--- config.mk ---
export PLATFORM = sky130hd
export DESIGN_NAME = scs_spi_ctrl
export DESIGN_NICKNAME = d
export VERILOG_FILES = /design/src/scs_pkg.sv /design/src/scs_spi_ctrl.sv
export VERILOG_INCLUDE_DIRS = /design/src
export SDC_FILE = /design/constraint.sdc
export NUM_CORES = 1
export LEC_CHECK = 0
export ABC_AREA = 1
export BUFFER_PORTS_ARGS = -buffer_cell sky130_fd_sc_hd__buf_2
export CAP_MARGIN = 20
export CORE_ASPECT_RATIO = 0.5
export CORE_MARGIN = 1.5
export CORE_UTILIZATION = 43
export CTS_CLUSTER_SIZE = 20
export DETAILED_ROUTE_END_ITERATION = 10
export PLACE_DENSITY = 0.68
export SLEW_MARGIN = 20
export SYNTH_ARGS = -nofsm -noshare
export SYNTH_HDL_FRONTEND = slang
export SYNTH_SLANG_ARGS = --single-unit
--- constraint.sdc ---
create_clock -name sys_clk -period 3.99 [get_ports sys_clk]
set_input_delay 0.399 -clock sys_clk [delete_from_list [all_inputs] [get_ports sys_clk]]
set_output_delay 0.399 -clock sys_clk [all_outputs]
set_load 0.01 [all_outputs]
--- src/scs_map.svh ---
// How it works
// - tx_empty_flag rises when the holding word is moved into the shifter.
// - pending data for the same chip select keeps that select asserted.
// - a per-select inter_transfer_delay is inserted only when the next word for the same select is already pending at the end of a transfer.
// - with cs_hold_after_transfer set the select stays until another is used.
// - with the hold bit set the select stays even with no new data.
// - final_transfer_cmd after the last word releases the select at its end.
// - with the hold bit clear the select may drop when no data is pending.
// - port_disable_cmd sets all pins to input once the transfer completes.
// - a disable mid-transfer finishes the shifter and starts nothing more.
// - enable and disable written together leave the port disabled.
// - writing 1 to port_enable_cmd enables; writing 0 has no effect.
`ifndef SCS_MAP_SVH
`define SCS_MAP_SVH
`define SCS_ADDR_CTL      8'h00
`define SCS_ADDR_STAT     8'h04
`define SCS_ADDR_MASK     8'h08
`define SCS_ADDR_TXD      8'h0C
`define SCS_ADDR_RXD      8'h10
`define SCS_ADDR_CFG      8'h20
`define SCS_CTL_EN        0
`define SCS_CTL_DIS       1
`define SCS_CTL_LAST      24
`define SCS_ST_EMPTY_EV   0
`define SCS_ST_DONE_EV    1
`define SCS_ST_EMPTY      8
`define SCS_ST_EN         16
`define SCS_ST_ACT        17
`define SCS_CFG_HOLD      3
`define SCS_CFG_DIV_LSB   8
`define SCS_CFG_DLY_LSB   24
`define SCS_TXD_CS_LSB    16
`define SCS_DIV_RST       8'h01
`define SCS_DLY_RST       8'h00
`define SCS_WORD_BITS     8
`endif

--- src/scs_pkg.sv ---
package scs_pkg;
  typedef enum logic [1:0] {SCS_IDLE, SCS_SHIFT, SCS_GAP} scs_state_t;
endpackage : scs_pkg

--- src/scs_spi_ctrl.sv ---
// The register addresses and the APB register port were left to the implementer.
`timescale 1ns/10ps
`include "scs_map.svh"
module scs_spi_ctrl #(
  parameter int NCS = 4
) (
  input  wire logic            sys_clk,
  input  wire logic            sys_rst,
  input  wire logic            psel,
  input  wire logic            penable,
  input  wire logic            pwrite,
  input  wire logic [7:0]      paddr,
  input  wire logic [31:0]     pwdata,
  output logic      [31:0]     prdata,
  output logic                 pready,
  output logic                 pslverr,
  output logic                 irq,
  output logic                 sck_o,
  output logic                 sck_oe,
  output logic                 mosi_o,
  output logic                 mosi_oe,
  input  wire logic            miso_i,
  output logic      [NCS-1:0]  cs_n_o,
  output logic                 cs_oe
);
  localparam int CSW = $clog2(NCS);

  scs_pkg::scs_state_t st_q, st_d;
  logic             en_q, en_d, dis_q, dis_d;
  logic             tx_empty_flag_q, tx_empty_flag_d, last_q, last_d, xlast_q, xlast_d;
  logic [7:0]       thr_q, thr_d, sh_q, sh_d, rdr_q, rdr_d;
  logic [7:0]       cnt_q, cnt_d;
  logic [CSW-1:0]   tcs_q, tcs_d, cur_q, cur_d;
  logic [NCS-1:0]   hold_q, hold_d;
  logic [NCS-1:0][7:0] dly_q, dly_d, div_q, div_d;
  logic [1:0]       mask_q, mask_d, stat_q, stat_d;
  logic [2:0]       bit_q, bit_d;
  logic             act_q, act_d, sck_q, sck_d, rxb_q, rxb_d;
  logic             miso_s1, miso_s2;
  logic [31:0]      prdata_q, prdata_d, rd_data;
  logic             pready_q, pready_d, pslverr_q, pslverr_d;
  logic             irq_q, irq_d, oe_q, mosi_q;
  logic             acc, wr, rd_stat, addr_ok, fin, load;
  logic             ev_empty, ev_done;
  logic [CSW-1:0]   cfg_idx;

  function automatic logic [7:0] half_m1(input logic [7:0] d);
    return (d == 8'h00) ? 8'h00 : d - 8'h01;
  endfunction : half_m1

  assign acc     = psel && penable && pready_q;
  assign wr      = acc && pwrite;
  assign rd_stat = acc && !pwrite && (paddr == `SCS_ADDR_STAT);
  assign cfg_idx = paddr[CSW+1:2];

  always_comb begin
    addr_ok = 1'b1;
    rd_data = 32'h0000_0000;
    if (paddr == `SCS_ADDR_CTL) begin
      rd_data = 32'h0000_0000;
    end else if (paddr == `SCS_ADDR_STAT) begin
      rd_data[1:0] = stat_q;
      rd_data[`SCS_ST_EMPTY] = tx_empty_flag_q;
      rd_data[`SCS_ST_EN] = en_q;
      rd_data[`SCS_ST_ACT] = act_q;
    end else if (paddr == `SCS_ADDR_MASK) begin
      rd_data[1:0] = mask_q;
    end else if (paddr == `SCS_ADDR_TXD) begin
      rd_data[7:0] = thr_q;
      rd_data[`SCS_TXD_CS_LSB +: CSW] = tcs_q;
    end else if (paddr == `SCS_ADDR_RXD) begin
      rd_data[7:0] = rdr_q;
    end else if (paddr[7:4] == `SCS_ADDR_CFG >> 4 && paddr[1:0] == 2'h0
                 && int'(cfg_idx) < NCS) begin
      rd_data[`SCS_CFG_HOLD] = hold_q[cfg_idx];
      rd_data[`SCS_CFG_DIV_LSB +: 8] = div_q[cfg_idx];
      rd_data[`SCS_CFG_DLY_LSB +: 8] = dly_q[cfg_idx];
    end else begin
      addr_ok = 1'b0;
    end
  end

  always_comb begin
    st_d = st_q;
    en_d = en_q;
    dis_d = dis_q;
    tx_empty_flag_d = tx_empty_flag_q;
    last_d = last_q;
    xlast_d = xlast_q;
    thr_d = thr_q;
    sh_d = sh_q;
    rdr_d = rdr_q;
    cnt_d = cnt_q;
    tcs_d = tcs_q;
    cur_d = cur_q;
    hold_d = hold_q;
    dly_d = dly_q;
    div_d = div_q;
    mask_d = mask_q;
    bit_d = bit_q;
    act_d = act_q;
    sck_d = sck_q;
    rxb_d = rxb_q;
    fin = 1'b0;
    load = 1'b0;
    ev_empty = 1'b0;
    ev_done = 1'b0;
    unique case (st_q)
      scs_pkg::SCS_IDLE: begin
        if (dis_q) begin
          en_d = 1'b0;
          dis_d = 1'b0;
          act_d = 1'b0;
        end else if (act_q && xlast_q) begin
          act_d = 1'b0;
          xlast_d = 1'b0;
        end else if (en_q && !tx_empty_flag_q) begin
          if (act_q && cur_q != tcs_q) begin
            act_d = 1'b0;
          end else begin
            load = 1'b1;
          end
        end
      end
      scs_pkg::SCS_SHIFT: begin
        if (cnt_q == 8'h00) begin
          cnt_d = half_m1(div_q[cur_q]);
          sck_d = !sck_q;
          if (!sck_q) begin
            rxb_d = miso_s2;
          end else begin
            sh_d = {sh_q[6:0], rxb_q};
            bit_d = bit_q + 3'h1;
            fin = (bit_q == 3'h7);
          end
        end else begin
          cnt_d = cnt_q - 8'h01;
        end
      end
      scs_pkg::SCS_GAP: begin
        if (dis_q) begin
          st_d = scs_pkg::SCS_IDLE;
          act_d = 1'b0;
        end else if (cnt_q == 8'h00) begin
          load = 1'b1;
        end else begin
          cnt_d = cnt_q - 8'h01;
        end
      end
    endcase
    if (fin) begin
      ev_done = 1'b1;
      rdr_d = {sh_q[6:0], rxb_q};
      st_d = scs_pkg::SCS_IDLE;
      if (dis_q) begin
        act_d = 1'b0;
      end else if (xlast_q) begin
        act_d = 1'b0;
        xlast_d = 1'b0;
      end else if (!tx_empty_flag_q && tcs_q == cur_q) begin
        st_d = scs_pkg::SCS_GAP;
        cnt_d = dly_q[cur_q];
      end else if (!tx_empty_flag_q) begin
        act_d = 1'b0;
      end else begin
        act_d = hold_q[cur_q];
      end
    end
    if (load) begin
      st_d = scs_pkg::SCS_SHIFT;
      sh_d = thr_q;
      cur_d = tcs_q;
      act_d = 1'b1;
      tx_empty_flag_d = 1'b1;
      ev_empty = 1'b1;
      xlast_d = last_q;
      last_d = 1'b0;
      bit_d = 3'h0;
      sck_d = 1'b0;
      cnt_d = half_m1(div_q[tcs_q]);
    end
    if (wr) begin
      if (paddr == `SCS_ADDR_CTL) begin
        if (pwdata[`SCS_CTL_DIS]) begin
          dis_d = 1'b1;
        end else if (pwdata[`SCS_CTL_EN]) begin
          en_d = 1'b1;
        end
        if (pwdata[`SCS_CTL_LAST]) begin
          if (tx_empty_flag_d) begin
            xlast_d = 1'b1;
          end else begin
            last_d = 1'b1;
          end
        end
      end else if (paddr == `SCS_ADDR_MASK) begin
        mask_d = pwdata[1:0];
      end else if (paddr == `SCS_ADDR_TXD) begin
        thr_d = pwdata[7:0];
        tcs_d = pwdata[`SCS_TXD_CS_LSB +: CSW];
        tx_empty_flag_d = 1'b0;
      end else if (addr_ok && paddr[7:4] == `SCS_ADDR_CFG >> 4) begin
        hold_d[cfg_idx] = pwdata[`SCS_CFG_HOLD];
        div_d[cfg_idx] = pwdata[`SCS_CFG_DIV_LSB +: 8];
        dly_d[cfg_idx] = pwdata[`SCS_CFG_DLY_LSB +: 8];
      end
    end
    stat_d = stat_q & ~(rd_stat ? prdata_q[1:0] : 2'h0);
    stat_d = stat_d | {ev_done, ev_empty};
    irq_d = |(stat_d & mask_d);
    pready_d = psel && penable && !pready_q;
    prdata_d = pready_d && !pwrite ? rd_data : prdata_q;
    pslverr_d = pready_d ? !addr_ok : 1'b0;
  end

  always_ff @(posedge sys_clk) begin
    if (sys_rst) begin
      st_q <= scs_pkg::SCS_IDLE;
      en_q <= 1'b0;
      dis_q <= 1'b0;
      tx_empty_flag_q <= 1'b1;
      last_q <= 1'b0;
      xlast_q <= 1'b0;
      thr_q <= 8'h00;
      sh_q <= 8'h00;
      rdr_q <= 8'h00;
      cnt_q <= 8'h00;
      tcs_q <= '0;
      cur_q <= '0;
      hold_q <= '0;
      dly_q <= {NCS{`SCS_DLY_RST}};
      div_q <= {NCS{`SCS_DIV_RST}};
      mask_q <= 2'h0;
      stat_q <= 2'h0;
      bit_q <= 3'h0;
      act_q <= 1'b0;
      sck_q <= 1'b0;
      rxb_q <= 1'b0;
      miso_s1 <= 1'b0;
      miso_s2 <= 1'b0;
      prdata_q <= 32'h0000_0000;
      pready_q <= 1'b0;
      pslverr_q <= 1'b0;
      irq_q <= 1'b0;
      oe_q <= 1'b0;
      mosi_q <= 1'b0;
    end else begin
      st_q <= st_d;
      en_q <= en_d;
      dis_q <= dis_d;
      tx_empty_flag_q <= tx_empty_flag_d;
      last_q <= last_d;
      xlast_q <= xlast_d;
      thr_q <= thr_d;
      sh_q <= sh_d;
      rdr_q <= rdr_d;
      cnt_q <= cnt_d;
      tcs_q <= tcs_d;
      cur_q <= cur_d;
      hold_q <= hold_d;
      dly_q <= dly_d;
      div_q <= div_d;
      mask_q <= mask_d;
      stat_q <= stat_d;
      bit_q <= bit_d;
      act_q <= act_d;
      sck_q <= sck_d;
      rxb_q <= rxb_d;
      miso_s1 <= miso_i;
      miso_s2 <= miso_s1;
      prdata_q <= prdata_d;
      pready_q <= pready_d;
      pslverr_q <= pslverr_d;
      irq_q <= irq_d;
      oe_q <= en_d;
      mosi_q <= sh_d[7];
    end
  end

  for (genvar i = 0; i < NCS; i++) begin : g_cs
    logic csn_d;
    assign csn_d = !(act_d && cur_d == CSW'(i));
    always_ff @(posedge sys_clk) begin
      if (sys_rst) begin
        cs_n_o[i] <= 1'b1;
      end else begin
        cs_n_o[i] <= csn_d;
      end
    end
  end

  assign prdata  = prdata_q;
  assign pready  = pready_q;
  assign pslverr = pslverr_q;
  assign irq     = irq_q;
  assign sck_o   = sck_q;
  assign mosi_o  = mosi_q;
  assign sck_oe  = oe_q;
  assign mosi_oe = oe_q;
  assign cs_oe   = oe_q;
endmodule : scs_spi_ctrl

# After elaboration in Yosys (flattened, before gate mapping)

Index checks and enable logic that the tools add are counted.

Register bits after elaboration: 156
Output and inout port bits: 44
Logic and storage cells: 253

Add/sub/neg operators: 4
Order comparisons: 4
Equal/unequal tests: 13
Multiplexer cells: 132
Bitwise gates (word level): 9
Reductions and logical operators: 52

Operators with widths:

| kind                  | count |
|---|---|
| $mux W8               | 30 |
| $bmux W8 S2           | 5 |
| $mux W1               | 66 |
| $bwmux W32            | 2 |
| $logic_not A8 Y1      | 4 |
| $mux W2               | 15 |
| $sub A8 B1 Y8 const B | 3 |
| $logic_and A1 B1 Y1   | 18 |
| $mux W18              | 1 |
| $demux W8 S2          | 1 |
| $eq A8 B4 Y1 const B  | 2 |
| $mux W16              | 1 |
| $pmux W8 S2           | 1 |
| $reduce_bool A2 Y1    | 5 |
| $logic_not A1 Y1      | 9 |
| $lt A2 B3 Y1 const B  | 3 |
| $reduce_and A3 Y1     | 3 |
| $eq A8 B3 Y1 const B  | 1 |
| $eq A8 B5 Y1 const B  | 1 |
| $mux W7               | 1 |
| $eq A2 B2 Y1 const B  | 3 |
| $logic_not A2 Y1      | 3 |
| $mux W6               | 1 |
| $reduce_and A2 Y1     | 3 |
| 21 further kinds      | 32 |

# Depth between registers and ports, before layout

Gate-level depths: netlist (run 1).

Word-level depth: 14
Depth in mapped cells: 18
Mapped depth without buffers: 17

# Worst setup path after synthesis (run 1)

OpenSTA, ideal clock, no wires.

Path type: register -> register
Start point: reg tcs_q[0]
End point: reg cnt_q[5]
Data arrival time: 1751 ps
Data required time: 3858 ps
Path slack: 2106 ps
Cell stages (with the launch flop): 14
Path buffers: 1
Cells stage by stage: dfxtp_1 inv_2 buf_2 nand2_1 o21ai_0 a21oi_1 ha_1 inv_1 nor2_1 nand4_1 nand2_1 inv_1 nand2_1 a21oi_1

Word-level cells in the longest chain between the ends: 8
Elaborated cells on any way between the ends: 19
Those cells by class: add/sub: 1; eq/ne: 2; mux: 13; reduce/logical: 3

RTL lines:

| item                                                  | RTL line            | text |
|---|---|---|
| from (decl)                                           | scs_spi_ctrl.sv:33  | `logic [CSW-1:0] tcs_q, tcs_d, cur_q, cur_d;` |
| from (signal assigned)                                | scs_spi_ctrl.sv:258 | `tcs_q <= tcs_d;` |
| branches (longest 7 deep; another with $sub A8 B1 Y8) | -                   |  |
| $mux W8 (*)                                           | scs_spi_ctrl.sv:169 | `if (load) begin` |
| to (signal assigned)                                  | scs_spi_ctrl.sv:257 | `cnt_q <= cnt_d;` |
| to (decl)                                             | scs_spi_ctrl.sv:32  | `logic [7:0] cnt_q, cnt_d;` |

Every way passes the cells marked *. The select of a mux whose other input is x is not followed.
A chain may end at the register's enable or synchronous reset.

# Worst setup path after layout (run 1)

Start point: reg tcs_q[0]
End point: reg sh_q[2]

Word-level cells in the longest chain between the ends: 9
Elaborated cells on any way between the ends: 12
Those cells by class: eq/ne: 1; mux: 6; reduce/logical: 5

RTL lines:

| item                         | RTL line            | text |
|---|---|---|
| $ne A2 B2 Y1 (*)             | scs_spi_ctrl.sv:118 | `if (act_q && cur_q != tcs_q) begin` |
| $logic_and A1 B1 Y1 (*)      | scs_spi_ctrl.sv:118 |  |
| $mux W1 (*)                  | scs_spi_ctrl.sv:118 |  |
| $mux W1 (*)                  | scs_spi_ctrl.sv:117 | `end else if (en_q && !tx_empty_flag_q) begin` |
| $mux W1 (*)                  | scs_spi_ctrl.sv:114 | `end else if (act_q && xlast_q) begin` |
| $mux W1 (*)                  | scs_spi_ctrl.sv:110 | `if (dis_q) begin` |
| $pmux W1 S2 (*)              | scs_spi_ctrl.sv:108 | `unique case (st_q)` |
| $reduce_bool A2 Y1 (no line) | -                   |  |
| $reduce_and A3 Y1 (no line)  | -                   |  |
| to (signal assigned)         | scs_spi_ctrl.sv:225 | `sh_q <= 8'h00;` |
| to (signal assigned)         | scs_spi_ctrl.sv:255 | `sh_q <= sh_d;` |
| to (decl)                    | scs_spi_ctrl.sv:31  | `logic [7:0] thr_q, thr_d, sh_q, sh_d, rdr_q, rdr_d;` |

Every way passes the cells marked *; elsewhere a longest branch is shown, timed or not.

==> reports/summary.txt, run 1 <==
RUN STATUS
-------------------------------------------------------------------------------------------------
Run status                                                                           finished, final reports clean

TIMING
-------------------------------------------------------------------------------------------------
Worst hold slack                                                                           184 ps
Highest achievable clock rate                                                             346 MHz
RSZ-0062 raised after global routing                                                        false
Final critical-path share of the clock period                                               72.5%
Final slew viol count                                                                           0
Final sum of negative setup slack                                                            0 ps
Clock skew                                                                                14.1 ps
Worst setup slack after layout                                                            1100 ps
Transition time at the pin with the least slew margin                                      892 ps
Max-slew headroom                                                                           40.4%
Min Tclk post-route                                                                       2890 ps
Total count of hold-check failures in the final report                                          0
Number of setup violations in the final report                                                  0

SYNTH
-------------------------------------------------------------------------------------------------
Yosys warning count                                                                             0
Most common flop cell mapped by yosys                                                sky130_fd_sc_hd__dfxtp_1
Ranking of synthesized cells by instance count                                       238 x sky130_fd_sc_hd__nand2_1, 185 x sky130_fd_sc_hd__a21oi_1, 156 x sky130_fd_sc_hd__dfxtp_1
Part of the Yosys area used for sequential elements                                         39.5%
Cell type contributing the most total cell area after synthesis                      sky130_fd_sc_hd__dfxtp_1
Top-count cell post-synth                                                            sky130_fd_sc_hd__nand2_1
Largest cells by area after synthesis                                                sky130_fd_sc_hd__dfxtp_1 40%, sky130_fd_sc_hd__a21oi_1 12%, sky130_fd_sc_hd__nand2_1 11%
Flop and latch count out of synthesis                                                         156
Gate count of the mapped netlist                                                             1147
Number of distinct library cell variants in the gate-level netlist after synthesis             44
Syn Std Cell Area                                                                        7900 µm²
Fraction of registers with async set or reset after synthesis                                  0%
Area fraction of the dominant cell type after synthesis                                     39.5%
Syn avg cell area                                                                        6.89 µm²
Post-synth EDFFs                                                                                0

DIE
-------------------------------------------------------------------------------------------------
Die footprint                                                                           19300 µm²
Core outline area                                                                       17700 µm²
Effective utilization at floorplan                                                          44.7%
I/O pins                                                                                       90
Chip height                                                                               98.9 µm
Number of placement rows                                                                       34
Die extent in x                                                                            195 µm

LAYOUT
-------------------------------------------------------------------------------------------------
Final-stage net count                                                                        1249
Antenna diode count                                                                             0
Storage cell area                                                                        3120 µm²
Area added between synthesis and finish                                                     12.8%
Fraction of layout instances using a drive strength above 1                                 11.9%
Number of fillers in the final layout                                                        1791
Post-route cell area                                                                     8920 µm²
Footprint of the multi-input gates                                                       3920 µm²

ROUTING
-------------------------------------------------------------------------------------------------
Total vias in the final route                                                                7894
Violation count after the first detailed-route iteration                                      557
Final WL                                                                                 23200 µm
Per-cell routed wire length                                                               16.1 µm
Post-detailed-route via-to-cell ratio                                                        5.48
Detailed-router iteration count before antenna repair                                           6
Antenna-violating nets left                                                                     0
Drc violations                                                                                  0

CRITICAL PATH
-------------------------------------------------------------------------------------------------
Register-to-register setup slack                                                          1100 ps
Critical register-to-register path startpoint                                        tcs_q[0]$_SDFFE_PP0P_
Capturing element of the worst setup path                                            sh_q[2]$_SDFFE_PP0P_
Worst reg2reg path endpoint                                                          sh_q[2]$_SDFFE_PP0P_
Number of cells traversed by the worst register-to-register path                               11
Crit path from                                                                       tcs_q[0]$_SDFFE_PP0P_
Setup Crit Path Kind                                                                      reg2reg
Endpoint arrival time on the critical path                                                3260 ps
Required time reported for the critical path endpoint                                     4350 ps
Startpoint kind of the worst setup timing path                                               flop
Kind of end point of the critical path                                                       flop
CP Max Fanout                                                                                  25

GLOBAL ROUTING
-------------------------------------------------------------------------------------------------
Overall track demand over capacity in global routing                                        24.3%
Via count of the first global-routing pass                                                   7288
Number of antenna violations at the first check in global routing                               0
First-pass GRT wire length                                                               36900 µm
Maximum number of pins on one net before global-route repair                                   57
Overflow left after global routing                                                              0

CLOCK NETWORK
-------------------------------------------------------------------------------------------------
Maximum count of clock buffers along a single path                                              2
Clock Latency Late Sink                                                                    440 ps
TritonCTS Sinks                                                                               156
Resized Gates After CTS                                                                         0
Clock H-tree levels                                                                             4
Count of buffers added by post-CTS timing repair for setup                                      0
Library cell used as clock root buffer                                               sky130_fd_sc_hd__clkbuf_16
TritonCTS clock tree                                                                         done
TritonCTS buffer count                                                                         17
Number of hold-repair buffers added at the cts stage                                            0
Clock slew at the register clock pins of the worst setup and hold paths                     60 ps

PLACEMENT
-------------------------------------------------------------------------------------------------
Detailed placement HPWL                                                                  15900 µm
Final weighted congestion of routability-driven global placement                            0.932
Placed standard-cell area                                                                8360 µm²
Setup slack at placement                                                                  1220 ps
# port buffers                                                                                 77

PWR
-------------------------------------------------------------------------------------------------
Maximum VDD drop                                                                         0.323 mV
Pwr per Cell Area                                                                      363 nW/µm²
Total power draw                                                                          3.24 mW
Leakage power of the design                                                               3.52 nW

WORST HOLD PATH
-------------------------------------------------------------------------------------------------
Worst hold start                                                                           miso_i
Count of cells along the worst hold path                                                        3
Hold Crit Class                                                                            in2reg

FLOW RUN
-------------------------------------------------------------------------------------------------
MaxCap Viol Count                                                                               0

layer usage:
layer | track usage (%) | part of all wire (%)
met5 | 0 | 0
met4 | 11.4 | 2.9
met3 | 5.75 | 8.3
met2 | 37.9 | 43
met1 | 32.0 | 45
stage by stage:
step | cells | util, %
final | 1440 | 50.4
after floorplan | 1152 | -
after detailed placement | 1409 | 47.3
after global placement | 1409 | 47.3
after global routing | 1440 | 50.4
after CTS | 1440 | 50.4
cells by family after synthesis:
kind of cell,share of synthesized area [%]
simple gates,19.2
other cells,0.0474
compound gates,27.3
fa+ha+maj,1.42
flops,39.5
xor+xnor,1.33
buf+inv,11.1
critical path, stage by stage, from the launching register on:
cell,delay [ps]
sky130_fd_sc_hd__dfxtp_1,810
sky130_fd_sc_hd__inv_2,320
sky130_fd_sc_hd__nand2_1,130
sky130_fd_sc_hd__nand4_1,180
sky130_fd_sc_hd__nand2_1,120
sky130_fd_sc_hd__nand4_1,120
sky130_fd_sc_hd__nand2_2,80
sky130_fd_sc_hd__buf_4,270
sky130_fd_sc_hd__inv_2,200
sky130_fd_sc_hd__nand2_2,270
sky130_fd_sc_hd__o21ai_0,120
sky130_fd_sc_hd__a31oi_1,190
placed cells by master, fill, tap and decap left out, types with 2 or more instances in the layout:
cell	instances
sky130_fd_sc_hd__clkbuf_1	3
sky130_fd_sc_hd__buf_4	13
sky130_fd_sc_hd__a31oi_1	14
sky130_fd_sc_hd__nand3_2	2
sky130_fd_sc_hd__ha_1	9
sky130_fd_sc_hd__nand2_2	2
sky130_fd_sc_hd__o21a_1	2
sky130_fd_sc_hd__a21oi_1	185
sky130_fd_sc_hd__nor2_2	4
sky130_fd_sc_hd__conb_1	6
sky130_fd_sc_hd__nor2_1	39
sky130_fd_sc_hd__clkinvlp_4	2
sky130_fd_sc_hd__o21ai_1	49
sky130_fd_sc_hd__nand4_1	6
sky130_fd_sc_hd__clkbuf_16	17
sky130_fd_sc_hd__xor2_1	6
sky130_fd_sc_hd__nor3_1	6
sky130_fd_sc_hd__inv_1	135
sky130_fd_sc_hd__nand2_4	2
sky130_fd_sc_hd__xnor2_1	6
sky130_fd_sc_hd__clkinv_2	2
sky130_fd_sc_hd__inv_2	8
sky130_fd_sc_hd__and3_1	3
sky130_fd_sc_hd__buf_2	77
sky130_fd_sc_hd__clkinv_4	3
sky130_fd_sc_hd__a221oi_1	5
sky130_fd_sc_hd__a22oi_1	6
sky130_fd_sc_hd__o22ai_1	35
sky130_fd_sc_hd__nand3_1	42
sky130_fd_sc_hd__nand2_1	238
sky130_fd_sc_hd__nor2_4	2
sky130_fd_sc_hd__o211ai_1	8
sky130_fd_sc_hd__clkbuf_8	2
sky130_fd_sc_hd__nand3b_1	4
sky130_fd_sc_hd__dfxtp_1	156
sky130_fd_sc_hd__o21ai_0	93
sky130_fd_sc_hd__clkinv_1	2
how the worst min path moves through the flow:
stage / to / slack, ps
finish: miso_s1$_SDFF_PP0_ / 180
global route: miso_s1$_SDFF_PP0_ / 190
CTS: miso_s1$_SDFF_PP0_ / 180
detailed placement: miso_s2$_SDFF_PP0_ / 400
global placement: miso_s2$_SDFF_PP0_ / 400
floorplan: miso_s2$_SDFF_PP0_ / 390
report_power, final:
group          internal [mW]  switching (mW)
Combinational         0.0367          0.0903
Sequential              1.56        0.000944
Clock                  0.890           0.663
flip-flops by register name, summed over array words and instances, names as in the netlist, 8 cells and up:
name,flops
prdata,26
rdr_q,8
dly_q,32
thr_q,8
cnt_q,8
div_q,32
sh_q,8
layout make-up:
type	count	area share, %
clock inverters	9	1.01
inverters	145	6.10
clock buffers	22	5.21
multi-input cells	784	44.0
flip-flops and latches	156	35.0
well taps	234	3.28
repair buffers	90	5.42
Power figures use the tool's default switching activity.
==> run 2, diff against run 1 <==
- clock period: 3.99 -> 3 ns (I/O delays scaled with it)
==> run 2 against run 1 <==
Core utilization rose by 0.73 points. Sequential cell count did not move. Power rose by 41%. Critical path depth fell by 1. Global-route usage rose by 0.094 points. Register-to-register slack got worse by 460 ps. Highest routed layer unchanged.
==> reports/summary.txt, run 2 (synthesized netlist as in run 1, its figures left out) <==
PWR
--------------------------------------------------------------------------------------
Leakage power of the design                                                    3.58 nW   was 3.52 nW
Power dissipated by switching net loads                                        1.02 mW   was 0.755 mW
Proportion of power drawn by combinational gates                                  3.7%   was 3.9%
Share of power burned in registers                                               45.4%   was 48.1%
Total power draw                                                               4.57 mW   was 3.24 mW
Switching power as a share of total power                                        22.4%   was 23.3%
Clock share of power                                                             50.9%   was 47.9%
Maximum VDD drop                                                              0.395 mV   was 0.323 mV
Internal                                                                       3.55 mW   was 2.49 mW
Pwr per Cell Area                                                           505 nW/µm²   was 363 nW/µm²

ROUTING
--------------------------------------------------------------------------------------
Final WL                                                                      23200 µm   about the same
Per-cell routed wire length                                                    16.1 µm   about the same
Antenna-violating nets left                                                          0   unchanged
Total vias in the final route                                                     8008   was 7894
Detailed-router iteration count before antenna repair                                5   was 6
Post-detailed-route via-to-cell ratio                                             5.54   was 5.48
Drc violations                                                                       0   unchanged
Violation count after the first detailed-route iteration                           642   was 557

PLACEMENT
--------------------------------------------------------------------------------------
Detailed placement HPWL                                                       15900 µm   about the same
Final weighted congestion of routability-driven global placement                 0.930   was 0.932
# port buffers                                                                      77   unchanged
Placed standard-cell area                                                     8410 µm²   was 8360 µm²
Number of cells in the design after placement                                     1414   was 1409
Setup slack at placement                                                        670 ps   was 1220 ps

CLOCK NETWORK
--------------------------------------------------------------------------------------
Maximum count of clock buffers along a single path                                   2   unchanged
Number of hold-repair buffers added at the cts stage                                 0   unchanged
TritonCTS clock tree                                                              done   unchanged
Clock H-tree levels                                                                  4   unchanged
Clock slew at the register clock pins of the worst setup and hold paths          60 ps   about the same
TritonCTS buffer count                                                              17   unchanged
Clock Latency Late Sink                                                         430 ps   was 440 ps
Resized Gates After CTS                                                              0   unchanged
Library cell used as clock root buffer                                    sky130_fd_sc_hd__clkbuf_16   unchanged
Count of buffers added by post-CTS timing repair for setup                           0   unchanged
TritonCTS Sinks                                                                    156   unchanged

DIE
--------------------------------------------------------------------------------------
Die extent in x                                                                 195 µm   unchanged
I/O pins                                                                            90   unchanged
Chip height                                                                    98.9 µm   unchanged
Number of placement rows                                                            34   unchanged
Core outline area                                                            17700 µm²   unchanged
Effective utilization at floorplan                                               44.7%   unchanged
Die footprint                                                                19300 µm²   unchanged

CRITICAL PATH
--------------------------------------------------------------------------------------
Cell with the largest stage delay on the worst path                       sky130_fd_sc_hd__buf_4   was sky130_fd_sc_hd__dfxtp_1
Cell-by-cell trace of the critical path                                   buf_4 > nand2_1 > nand4_1 > nand2_1 > nand4_1 > nand2_2 > inv_2 > nand2_2 > o21ai_0 > a31oi_1   was inv_2 > nand2_1 > nand4_1 > nand2_1 > nand4_1 > nand2_2 > buf_4 > inv_2 > nand2_2 > o21ai_0 > a31oi_1
Kind of end point of the critical path                                            flop   unchanged
Endpoint arrival time on the critical path                                     2650 ps   was 3260 ps
Cell class contributing the biggest share of worst-path delay             simple AND/OR/NAND/NOR gates   unchanged
CP Max Fanout                                                                       37   was 25
Startpoint kind of the worst setup timing path                                    flop   unchanged
Slowest cell delay on critical path                                             380 ps   was 810 ps
Setup Crit Path Kind                                                           reg2reg   unchanged
Required time reported for the critical path endpoint                          3290 ps   was 4350 ps
Number of buffers and inverters on the critical path                                 2   was 3

LAYOUT
--------------------------------------------------------------------------------------
Antenna diode count                                                                  0   unchanged
Fraction of layout instances using a drive strength above 1                      12.4%   was 11.9%
Most used cells in the layout excluding fill and tap cells                238 x sky130_fd_sc_hd__nand2_1, 185 x sky130_fd_sc_hd__a21oi_1, 156 x sky130_fd_sc_hd__dfxtp_1   unchanged
Final-stage net count                                                             1254   was 1249
Non-filler cells, final                                                           1446   was 1440
Most frequent standard cell in the layout excluding fill and tap cells    sky130_fd_sc_hd__nand2_1   unchanged
Area added between synthesis and finish                                          14.5%   was 12.8%
Post-route cell area                                                          9050 µm²   was 8920 µm²
Utilization after layout                                                         51.1%   was 50.4%

GLOBAL ROUTING
--------------------------------------------------------------------------------------
Maximum number of pins on one net before global-route repair                        71   was 57
Via count of the first global-routing pass                                        7306   was 7288
Number of antenna violations at the first check in global routing                    0   unchanged
Overall track demand over capacity in global routing                             24.4%   was 24.3%
First-pass GRT wire length                                                    37400 µm   was 36900 µm
Overflow left after global routing                                                   0   unchanged

TIMING
--------------------------------------------------------------------------------------
Total count of hold-check failures in the final report                               0   unchanged
Min Tclk post-route                                                            2360 ps   was 2890 ps
Highest achievable clock rate                                                  423 MHz   was 346 MHz
Transition time at the pin with the least slew margin                           708 ps   was 892 ps
Number of setup violations in the final report                                       0   unchanged
Final slew viol count                                                                0   unchanged
Final critical-path share of the clock period                                    78.7%   was 72.5%
Max-slew headroom                                                                52.7%   was 40.4%
Clock skew                                                                     15.4 ps   was 14.1 ps
Final sum of negative setup slack                                                 0 ps   unchanged
RSZ-0062 raised after global routing                                             false   unchanged
Worst setup slack after layout                                                  638 ps   was 1100 ps
Worst hold slack                                                               99.2 ps   was 184 ps

WORST HOLD PATH
--------------------------------------------------------------------------------------
Hold Crit Class                                                                 in2reg   unchanged

RUN STATUS
--------------------------------------------------------------------------------------
Run status                                                                finished, final reports clean   unchanged

FLOW RUN
--------------------------------------------------------------------------------------
MaxCap Viol Count                                                                    0   unchanged

[run 2: cell count changes in the layout (fill, tap and decap cells not counted)]
cell,previous run,this run
sky130_fd_sc_hd__clkinv_2,2,0
sky130_fd_sc_hd__clkbuf_8,2,1
sky130_fd_sc_hd__buf_4,13,17
sky130_fd_sc_hd__bufinv_16,1,4
sky130_fd_sc_hd__buf_12,0,1
sky130_fd_sc_hd__clkinvlp_4,2,3
sky130_fd_sc_hd__clkbuf_1,3,2
sky130_fd_sc_hd__inv_6,1,2
[run 2: power groups by stage]
stage               clock network (mW)  registers, mW  logic, mW
floorplan                            0           2.12     0.0965
global placement                     0           2.12      0.164
detailed placement                   0           2.12      0.165
CTS                               2.35           2.07      0.167
global route                      2.44           2.07      0.187
finish                            2.33           2.07      0.169
[run 2: cell type report]
cell class	count	area, µm²
fillers	1750	8650
flip-flops and latches	156	3120
multi-input cells	784	3920
clock buffers	20	447
inverters	145	544
well taps	234	293
clock inverters	12	186
repair buffers	95	533
[run 2: final timing paths]
check	depth (start not counted)	endpoint	startpoint	slack, ps
setup / recovery	10	sh_q[6]$_SDFFE_PP0P_	cur_q[0]$_SDFF_PP0_	640
hold / removal	3	miso_s1$_SDFF_PP0_	miso_i	100
setup reg to reg	10	sh_q[6]$_SDFFE_PP0P_	cur_q[0]$_SDFF_PP0_	640
hold reg to reg	2	miso_s2$_SDFF_PP0_	miso_s1$_SDFF_PP0_	420
[run 2: tightest hold or removal path: cells and delay by family]
family | cells | cell delay, ps
buffers and inverters | 2 | 140
AND/OR/NAND/NOR | 1 | 30
[run 2: metal layers]
layer | GRT usage, % | wire length [µm] | part of all wire [%]
met5 | 0 | 0 | 0
met4 | 8.41 | 539 | 2.3
met3 | 4.79 | 1690 | 7.3
met2 | 38.7 | 10200 | 44
met1 | 33.3 | 10700 | 46
